### src/hdl/query_pkg.sv
// Shared constants for the immediate status query responder
package query_pkg;

  // ----------------------------------------------------------------
  // Character codes
  // ----------------------------------------------------------------
  localparam logic [7:0] CH_CR      = 8'h0D;
  localparam logic [7:0] CH_EQ      = 8'h3D;
  localparam logic [7:0] CH_ZERO    = 8'h30;
  localparam logic [7:0] CH_NINE    = 8'h39;
  localparam logic [7:0] CH_HEX_OFS = 8'h37;
  localparam logic [7:0] CH_I       = 8'h49;
  localparam logic [7:0] CH_A       = 8'h41;
  localparam logic [7:0] CH_F       = 8'h46;
  localparam logic [7:0] CH_H       = 8'h48;
  localparam logic [7:0] CH_L       = 8'h4C;
  localparam logic [7:0] CH_D       = 8'h44;

  // ----------------------------------------------------------------
  // Analog selector codes and data register numbers (049, 058, 059)
  // ----------------------------------------------------------------
  localparam logic [3:0] SEL_COMMAND  = 4'h0;
  localparam logic [3:0] SEL_RAW_ONE  = 4'h1;
  localparam logic [3:0] SEL_RAW_TWO  = 4'h2;
  localparam logic [3:0] SEL_RAW_EXP  = 4'h3;
  localparam logic [7:0] REG_ANALOG_CMD = 8'h31;
  localparam logic [7:0] REG_RAW_ONE    = 8'h3A;
  localparam logic [7:0] REG_RAW_TWO    = 8'h3B;

  // ----------------------------------------------------------------
  // Formatting
  // ----------------------------------------------------------------
  localparam int         VAL_W        = 16;
  localparam logic       FMT_RESET    = 1'b0;  // 0 = hexadecimal
  localparam logic [2:0] HEX_LAST_IDX = 3'h3;
  localparam logic [2:0] DEC_LAST_IDX = 3'h4;
  localparam logic [1:0] ARG_MANY     = 2'h2;
  localparam logic [VAL_W-1:0] DEC_WEIGHT [5] = '{16'h2710, 16'h03E8, 16'h0064, 16'h000A, 16'h0001};

endpackage

### src/hdl/fmt_if.sv
// Carrier between the query sequencer and the number formatter
`timescale 1ns/1ps
interface fmt_if;
  import query_pkg::*;
  logic             start;
  logic             decimal;
  logic [VAL_W-1:0] value;
  logic             dig_valid;
  logic             dig_last;
  logic [7:0]       dig_char;
  logic             dig_ready;

  modport src (output start, decimal, value, dig_ready, input dig_valid, dig_last, dig_char);
  modport fmt (input start, decimal, value, dig_ready, output dig_valid, dig_last, dig_char);
endinterface

### src/hdl/immediate_status_query_responder.sv
// Immediate status query responder: parses command lines, answers at once
`timescale 1ns/1ps
module immediate_status_query_responder
  import query_pkg::*;
#(
  parameter bit TWO_INPUTS       = 1'b1,
  parameter bit EXPANDED_PRESENT = 1'b0
)(
  input  wire logic             clk,
  input  wire logic             sys_rst,
  input  wire logic [7:0]       rx_data,
  input  wire logic             rx_valid,
  output logic                  rx_ready,
  output logic [7:0]            tx_data,
  output logic                  tx_valid,
  input  wire logic             tx_ready,
  output logic [7:0]            buf_data,
  output logic                  buf_valid,
  input  wire logic [VAL_W-1:0] analog_cmd,
  input  wire logic [VAL_W-1:0] raw_in1,
  input  wire logic [VAL_W-1:0] raw_in2,
  input  wire logic [VAL_W-1:0] raw_expanded,
  input  wire logic [7:0]       reg_rd_addr,
  output logic [VAL_W-1:0]      reg_rd_data,
  output logic                  out_high_pulse,
  output logic                  out_low_pulse,
  output logic [3:0]            out_index,
  output logic                  fmt_decimal,
  output logic                  query_ignored
);

  typedef enum logic [3:0] {
    P_FIRST, P_SECOND, P_ARG, P_PASS, P_EXEC,
    R_NAME0, R_NAME1, R_EQ, R_VAL, R_LET, R_CR
  } state_t;

  state_t           state_q;
  logic [7:0]       cmd_q;
  logic [1:0]       arg_cnt_q;
  logic [7:0]       arg_q;
  logic             dec_q;
  logic [VAL_W-1:0] val_q;
  logic             start_q;
  logic [7:0]       tx_char_q;
  logic             tx_valid_q;
  logic [7:0]       buf_data_q;
  logic             buf_valid_q;
  logic             high_q;
  logic             low_q;
  logic [3:0]       index_q;
  logic             ignored_q;
  logic [VAL_W-1:0] reg_q;

  fmt_if f ();

  number_formatter u_fmt (
    .clk     (clk),
    .sys_rst (sys_rst),
    .f       (f)
  );

  // ----------------------------------------------------------------
  // Receive decode
  // ----------------------------------------------------------------
  wire       rx_take   = rx_valid && rx_ready;
  wire       is_cr     = rx_data == CH_CR;
  wire       arg_digit = (arg_q >= CH_ZERO) && (arg_q <= CH_NINE);
  wire [3:0] arg_num   = arg_q[3:0];
  wire       one_arg   = arg_cnt_q == 2'h1;
  wire       no_arg    = arg_cnt_q == 2'h0;

  wire is_analog = cmd_q == CH_A;
  wire is_format = cmd_q == CH_F;
  wire is_high   = cmd_q == CH_H;
  wire is_low    = cmd_q == CH_L;

  // ----------------------------------------------------------------
  // Analog selector decode
  // ----------------------------------------------------------------
  wire [3:0] sel    = no_arg ? SEL_COMMAND : arg_num;
  wire       sel_ok = (no_arg || (one_arg && arg_digit)) &&
                      ((sel == SEL_COMMAND) || (sel == SEL_RAW_ONE) ||
                       (TWO_INPUTS && (sel == SEL_RAW_TWO)) ||
                       (TWO_INPUTS && EXPANDED_PRESENT && (sel == SEL_RAW_EXP)));
  wire [VAL_W-1:0] sel_val = (sel == SEL_RAW_ONE) ? raw_in1 :
                             (sel == SEL_RAW_TWO) ? raw_in2 :
                             (sel == SEL_RAW_EXP) ? raw_expanded : analog_cmd;

  wire set_hex  = is_format && one_arg && (arg_q == CH_H);
  wire set_dec  = is_format && one_arg && (arg_q == CH_D);
  wire out_cmd  = (is_high || is_low) && one_arg && arg_digit;
  wire answer   = (is_analog && sel_ok) || (is_format && no_arg);
  wire act_ok   = answer || set_hex || set_dec || out_cmd;

  // ----------------------------------------------------------------
  // Response character for fixed parts
  // ----------------------------------------------------------------
  wire [7:0] resp_char = (state_q == R_NAME0) ? CH_I :
                         (state_q == R_NAME1) ? cmd_q :
                         (state_q == R_EQ)    ? CH_EQ :
                         (state_q == R_LET)   ? (dec_q ? CH_D : CH_H) : CH_CR;
  wire       tx_free   = !tx_valid_q;

  // ----------------------------------------------------------------
  // Register access by number
  // ----------------------------------------------------------------
  wire [VAL_W-1:0] reg_sel = (reg_rd_addr == REG_ANALOG_CMD) ? analog_cmd :
                             (reg_rd_addr == REG_RAW_ONE)    ? raw_in1 :
                             (reg_rd_addr == REG_RAW_TWO && TWO_INPUTS) ? raw_in2 : '0;

  // Input accepted only while parsing; stalled from P_EXEC until the closing CR of the response is loaded
  assign rx_ready = (state_q == P_FIRST) || (state_q == P_SECOND) ||
                    (state_q == P_ARG) || (state_q == P_PASS);

  assign tx_data        = tx_char_q;
  assign tx_valid       = tx_valid_q;
  assign buf_data       = buf_data_q;
  assign buf_valid      = buf_valid_q;
  assign reg_rd_data    = reg_q;
  assign out_high_pulse = high_q;
  assign out_low_pulse  = low_q;
  assign out_index      = index_q;
  assign fmt_decimal    = dec_q;
  assign query_ignored  = ignored_q;

  assign f.start     = start_q;
  assign f.decimal   = dec_q;
  assign f.value     = val_q;
  assign f.dig_ready = (state_q == R_VAL) && tx_free;

  // ----------------------------------------------------------------
  // Side registers
  // ----------------------------------------------------------------
  always_ff @(posedge clk) begin
    if (sys_rst) begin
      reg_q <= '0;
    end else begin
      reg_q <= reg_sel;
    end
  end

  always_ff @(posedge clk) begin
    if (sys_rst) begin
      dec_q <= FMT_RESET;
    end else if (state_q == P_EXEC) begin
      if (set_dec) begin
        dec_q <= 1'b1;
      end else if (set_hex) begin
        dec_q <= 1'b0;
      end
    end
  end

  always_ff @(posedge clk) begin
    if (sys_rst) begin
      high_q    <= 1'b0;
      low_q     <= 1'b0;
      index_q   <= 4'h0;
      ignored_q <= 1'b0;
    end else begin
      high_q    <= (state_q == P_EXEC) && out_cmd && is_high;
      low_q     <= (state_q == P_EXEC) && out_cmd && is_low;
      ignored_q <= (state_q == P_EXEC) && !act_ok;
      if ((state_q == P_EXEC) && out_cmd) begin
        index_q <= arg_num;
      end
    end
  end

  // Lines that are not immediate go to the buffered queue untouched
  always_ff @(posedge clk) begin
    if (sys_rst) begin
      buf_valid_q <= 1'b0;
      buf_data_q  <= 8'h00;
    end else begin
      buf_valid_q <= rx_take && ((state_q == P_PASS) ||
                     ((state_q == P_FIRST) && !is_cr && (rx_data != CH_I)));
      if (rx_take) begin
        buf_data_q <= rx_data;
      end
    end
  end

  // ----------------------------------------------------------------
  // Parser and response sequencer
  // ----------------------------------------------------------------
  always_ff @(posedge clk) begin
    if (sys_rst) begin
      state_q    <= P_FIRST;
      cmd_q      <= 8'h00;
      arg_cnt_q  <= 2'h0;
      arg_q      <= 8'h00;
      val_q      <= '0;
      start_q    <= 1'b0;
      tx_char_q  <= 8'h00;
      tx_valid_q <= 1'b0;
    end else begin
      start_q <= 1'b0;
      if (tx_valid_q && tx_ready) begin
        tx_valid_q <= 1'b0;
      end
      case (state_q)
        P_FIRST: begin
          if (rx_take && !is_cr) begin
            state_q <= (rx_data == CH_I) ? P_SECOND : P_PASS;
          end
        end
        P_PASS: begin
          if (rx_take && is_cr) begin
            state_q <= P_FIRST;
          end
        end
        P_SECOND: begin
          if (rx_take) begin
            cmd_q     <= rx_data;
            arg_cnt_q <= 2'h0;
            arg_q     <= 8'h00;
            state_q   <= is_cr ? P_FIRST : P_ARG;
          end
        end
        P_ARG: begin
          if (rx_take) begin
            if (is_cr) begin
              state_q <= P_EXEC;
            end else if (arg_cnt_q != ARG_MANY) begin
              arg_cnt_q <= arg_cnt_q + 2'h1;
              if (no_arg) begin
                arg_q <= rx_data;
              end
            end
          end
        end
        P_EXEC: begin
          // Acted on as soon as the terminator arrives
          val_q   <= sel_val;
          state_q <= answer ? R_NAME0 : P_FIRST;
        end
        R_NAME0, R_NAME1, R_LET, R_CR: begin
          if (tx_free) begin
            tx_char_q  <= resp_char;
            tx_valid_q <= 1'b1;
            state_q    <= (state_q == R_NAME0) ? R_NAME1 :
                          (state_q == R_NAME1) ? R_EQ :
                          (state_q == R_LET)   ? R_CR : P_FIRST;
          end
        end
        R_EQ: begin
          if (tx_free) begin
            tx_char_q  <= resp_char;
            tx_valid_q <= 1'b1;
            start_q    <= is_analog;
            state_q    <= is_analog ? R_VAL : R_LET;
          end
        end
        R_VAL: begin
          if (tx_free && f.dig_valid) begin
            tx_char_q  <= f.dig_char;
            tx_valid_q <= 1'b1;
            if (f.dig_last) begin
              state_q <= R_CR;
            end
          end
        end
        default: state_q <= P_FIRST;
      endcase
    end
  end

endmodule

### src/hdl/number_formatter.sv
// Converts a value to hexadecimal or decimal characters, one at a time
`timescale 1ns/1ps
module number_formatter
  import query_pkg::*;
(
  input  wire logic clk,
  input  wire logic sys_rst,
  fmt_if.fmt        f
);

  typedef enum logic [1:0] {F_IDLE, F_HEX, F_DIV, F_EMIT} fstate_t;

  fstate_t          state_q;
  logic [VAL_W-1:0] rem_q;
  logic [2:0]       idx_q;
  logic [3:0]       cnt_q;
  logic             seen_q;
  logic             dec_q;
  logic             valid_q;
  logic             last_q;
  logic [7:0]       char_q;

  // ----------------------------------------------------------------
  // Digit decode
  // ----------------------------------------------------------------
  wire [VAL_W-1:0] weight   = DEC_WEIGHT[idx_q];
  wire             fits     = rem_q >= weight;
  wire [3:0]       nib      = rem_q[VAL_W-1 -: 4];
  wire [7:0]       hex_char = (nib < 4'hA) ? {4'h3, nib} : CH_HEX_OFS + {4'h0, nib};
  wire             dec_show = (cnt_q != 4'h0) || seen_q || (idx_q == DEC_LAST_IDX);

  assign f.dig_valid = valid_q;
  assign f.dig_last  = last_q;
  assign f.dig_char  = char_q;

  // ----------------------------------------------------------------
  // Sequencer
  // ----------------------------------------------------------------
  always_ff @(posedge clk) begin
    if (sys_rst) begin
      state_q <= F_IDLE;
      rem_q   <= '0;
      idx_q   <= 3'h0;
      cnt_q   <= 4'h0;
      seen_q  <= 1'b0;
      dec_q   <= 1'b0;
      valid_q <= 1'b0;
      last_q  <= 1'b0;
      char_q  <= 8'h00;
    end else begin
      case (state_q)
        F_IDLE: begin
          if (f.start) begin
            rem_q   <= f.value;
            dec_q   <= f.decimal;
            idx_q   <= 3'h0;
            cnt_q   <= 4'h0;
            seen_q  <= 1'b0;
            state_q <= f.decimal ? F_DIV : F_HEX;
          end
        end
        F_HEX: begin
          // Always four digits, leading zeros kept
          char_q  <= hex_char;
          last_q  <= idx_q == HEX_LAST_IDX;
          valid_q <= 1'b1;
          rem_q   <= {rem_q[VAL_W-5:0], 4'h0};
          idx_q   <= idx_q + 3'h1;
          state_q <= F_EMIT;
        end
        F_DIV: begin
          // Repeated subtraction: time depends on the value
          if (fits) begin
            rem_q <= rem_q - weight;
            cnt_q <= cnt_q + 4'h1;
          end else begin
            cnt_q <= 4'h0;
            idx_q <= idx_q + 3'h1;
            if (dec_show) begin
              // Leading zeros suppressed
              char_q  <= {4'h3, cnt_q};
              last_q  <= idx_q == DEC_LAST_IDX;
              valid_q <= 1'b1;
              seen_q  <= 1'b1;
              state_q <= F_EMIT;
            end
          end
        end
        F_EMIT: begin
          if (f.dig_ready) begin
            valid_q <= 1'b0;
            state_q <= last_q ? F_IDLE : (dec_q ? F_DIV : F_HEX);
          end
        end
        default: state_q <= F_IDLE;
      endcase
    end
  end

endmodule

### config.mk
export PLATFORM = sky130hd
export DESIGN_NAME = immediate_status_query_responder
export DESIGN_NICKNAME = d
export VERILOG_FILES = /design/src/hdl/query_pkg.sv /design/src/hdl/fmt_if.sv /design/src/hdl/immediate_status_query_responder.sv /design/src/hdl/number_formatter.sv
export SDC_FILE = /design/constraint.sdc
export NUM_CORES = 1
export LEC_CHECK = 0
export BUFFER_PORTS_ARGS = -buffer_cell sky130_fd_sc_hd__buf_2
export CAP_MARGIN = 20
export CORE_UTILIZATION = 30
export DETAILED_ROUTE_END_ITERATION = 7
export PLACE_DENSITY_LB_ADDON = 0.12
export SYNTH_ARGS = -nofsm -noshare
export SYNTH_HDL_FRONTEND = slang
export SYNTH_SLANG_ARGS = --single-unit
### constraint.sdc
create_clock -name clk -period 3.65 [get_ports clk]
set_clock_uncertainty 0.2 [all_clocks]
set_input_delay 0 -clock clk [delete_from_list [all_inputs] [get_ports clk]]
set_output_delay 0 -clock clk [all_outputs]
set_load 0.01 [all_outputs]
==> results.toml <==
[status]
status = "completed"

[placed_design]
placed_area_um2 = 8084
place_congestion = 0.8442
post-dp-hpwl_mm = 16.92
port_buffers = 126
dp_cells = 1314
pre_cts_ws_ns = 0.1950

[timing]
maxSlewViolCount = 0
hold_violations = 0
tns_ns = 0
rsz0062_at_grt = "no"
setup-violations-final = 0
timing.slew.headroom = 0.4794
final.setup.worst_slack_ns = 0.2941
tightestPinTransition_ns = 0.7750
final.min_clock_period_ns = 3.356
holdWs_ns = 0.01568
timing.final.crit_share = 0.9194
timing.fmax_mhz = 298.0

[cts]
clock-sinks = 117
htree_levels = 4
clockBufferDepth = 2
tritoncts = "done"
cts_setup_buffers = 0
numCtsBuffers = 17
clock_latency_ns = 0.42
path_clk_slew_ns = 0.06
cts-root-buf = "clkbuf_16"

[detailed_routing]
first_pass_iters = 5
vias_per_cell = 5.272
vias = 7476
post-route-drc-count = 0
drt-total-wl_mm = 24.36
ant_nets = 0
wire_per_inst_um = 17.18
drtIter0Drc = 476

[yosys]
async_flop_share = 0
yosys.cell_types.count = 80
yosys_most_used_dff = "dfxtp_1"
synthCells = 909
synth-edff-count = 0
yosysSeqAreaShare = 0.3282
synth_top_area_frac = 0.3282
synth_nets = 1022
synth_area_um2 = 7137
netlist_top_cells_area = "dfxtp_1 33%, nand2_1 6.2%, nor2_1 5.8%, ha_1 4.9%, a21oi_1 4.7%"
syn_avg_cell_area_um2 = 7.851
yosysWarnings = 0
synth_seq_cells = 117
synth_area_leader_cell = "dfxtp_1"

[floorplanning]
start_util = 0.3050
die-area_um2 = 24410
num_rows = 56
fp.dieW_um = 156.2
core-area_um2 = 23400
ios = 127
die_h_um = 156.2

[cells_and_area]
final_common_cell = "buf_2"
layout.area.seq_um2 = 2342
multi_input_area_um2 = 4439
final_util = 0.4027
layout.nets = 1198
final_layout_size_suffix_gt1_frac = 0.2031
final_cell_mix = "125 x buf_2, 118 x nand2_1, 117 x dfxtp_1"
num-fill-cells = 2479
design_area_um2 = 9424
fin_cells = 1418
area_growth_pct = 32.05

[critical_path]
crit_path_start_kind = "flop"
cp.arrival_ns = 3.46
cp.required_ns = 3.76
cp_max_fo = 10
critPathCaptureType = "flop"
reg2reg_setup_slack_ns = 0.29
critPathKind = "flop to flop"

[global_routing]
antenna_found_initial = 1
grt_max_degree = 56
overflow = 0
grt_pass1_vias = 7080
grt_pass1_wl_mm = 38.42
grtUsageTotal = 0.1999

[power]
p_total_mw = 4.229
ir_worst_vdd_v = 0.0002557
power_density_nw_per_um2 = 448.7
p_leak_nw = 3.746

[run]
cap_violations = 0

[min_path]
hold_path.class = "input port to flop"
layout make-up:
| type | count | share of cell area |
|---|---|---|
| repair buffers | 218 | 0.1593 |
| inverters | 31 | 0.01235 |
| clock inverters | 13 | 0.01806 |
| clock buffers | 19 | 0.04806 |
| multi-input cells | 700 | 0.4711 |
| well taps | 319 | 0.04235 |
| diodes | 1 | 0.0002655 |
| flip-flops and latches | 117 | 0.2485 |
where the power goes:
| part | internal (mW) | total (mW) | switching (mW) |
|---|---|---|---|
| logic | 0.396 | 0.897 | 0.501 |
| registers | 1.39 | 1.54 | 0.151 |
| clock network | 1.12 | 1.79 | 0.673 |
critical path, stage by stage (launching register included):
cell     delay, ns
dfxtp_1       0.35
inv_1         0.11
ha_1          0.21
nand2_1       0.13
ha_1          0.49
and4_1        0.29
nand4_1       0.10
a21oi_1       0.43
or3_1         0.22
a21o_1        0.38
mux2_4        0.33
final timing paths:
kind / startpoint / end / cells after the start
max: u_fmt.idx_q[0] / u_fmt.f.dig_char[2] / 10
min: raw_expanded[0] / f.value[0] / 5
max reg2reg: u_fmt.idx_q[0] / u_fmt.f.dig_char[2] / 10
min reg2reg: buf_data[6] / buf_data[6] / 2
cell families (layout without fill, tap and decap cells):
logic type,after synthesis,after routing,synth area share
buffers and inverters,92,281,0.05400
xor gates and xnor gates,5,5,0.006137
adders and majority gates,29,29,0.05189
AOI/OAI and AO/OA,232,232,0.2377
muxes,30,30,0.04769
and+or+nand+nor,404,404,0.2744
DFF,117,117,0.3282
other,0,1,0
registers in the layout, summed over array words and instances (netlist names), 3 cells and up:
signal            cells
tx_data               8
buf_data              8
u_fmt.cnt_q           4
arg_q                 8
u_fmt.idx_q           3
cmd_q                 8
u_fmt.rem_q          16
u_fmt.f.dig_char      7
out_index             4
state_q               4
f.value              16
reg_rd_data          16
Yosys cell counts, types with 5 or more instances:
library cell	number
nand2_1	118
dfxtp_1	117
nor2_1	111
a21oi_1	67
clkbuf_1	44
nand3_1	39
nor3_1	35
inv_1	30
ha_1	28
o21ai_0	20
nand2b_1	18
o311a_1	18
a222oi_1	16
mux2_2	16
nor2b_1	15
a211oi_1	13
o211ai_1	12
mux2i_1	10
nand4_1	10
or3_1	10
o21a_1	9
a21o_1	8
buf_2	8
o22ai_1	8
nor3b_1	7
a221oi_1	6
a31oi_1	6
nor4_1	6
o41ai_1	6
a311oi_1	5
and3_1	5
routing by layer:
layer / wire (µm) / track usage
met4: 422 / 0.06303
met3: 958 / 0.03379
met1: 11260 / 0.2582
met2: 11720 / 0.3374
met5: 0 / 0
what timing repair did:
item / CTS / global route
hold endpoints to repair: 72 / 0
endpoints found under the setup margin: 0 / 4
gates resized for setup: 0 / 1
hold buffers: 71 / 0
(Power assumes the default switching activity.)
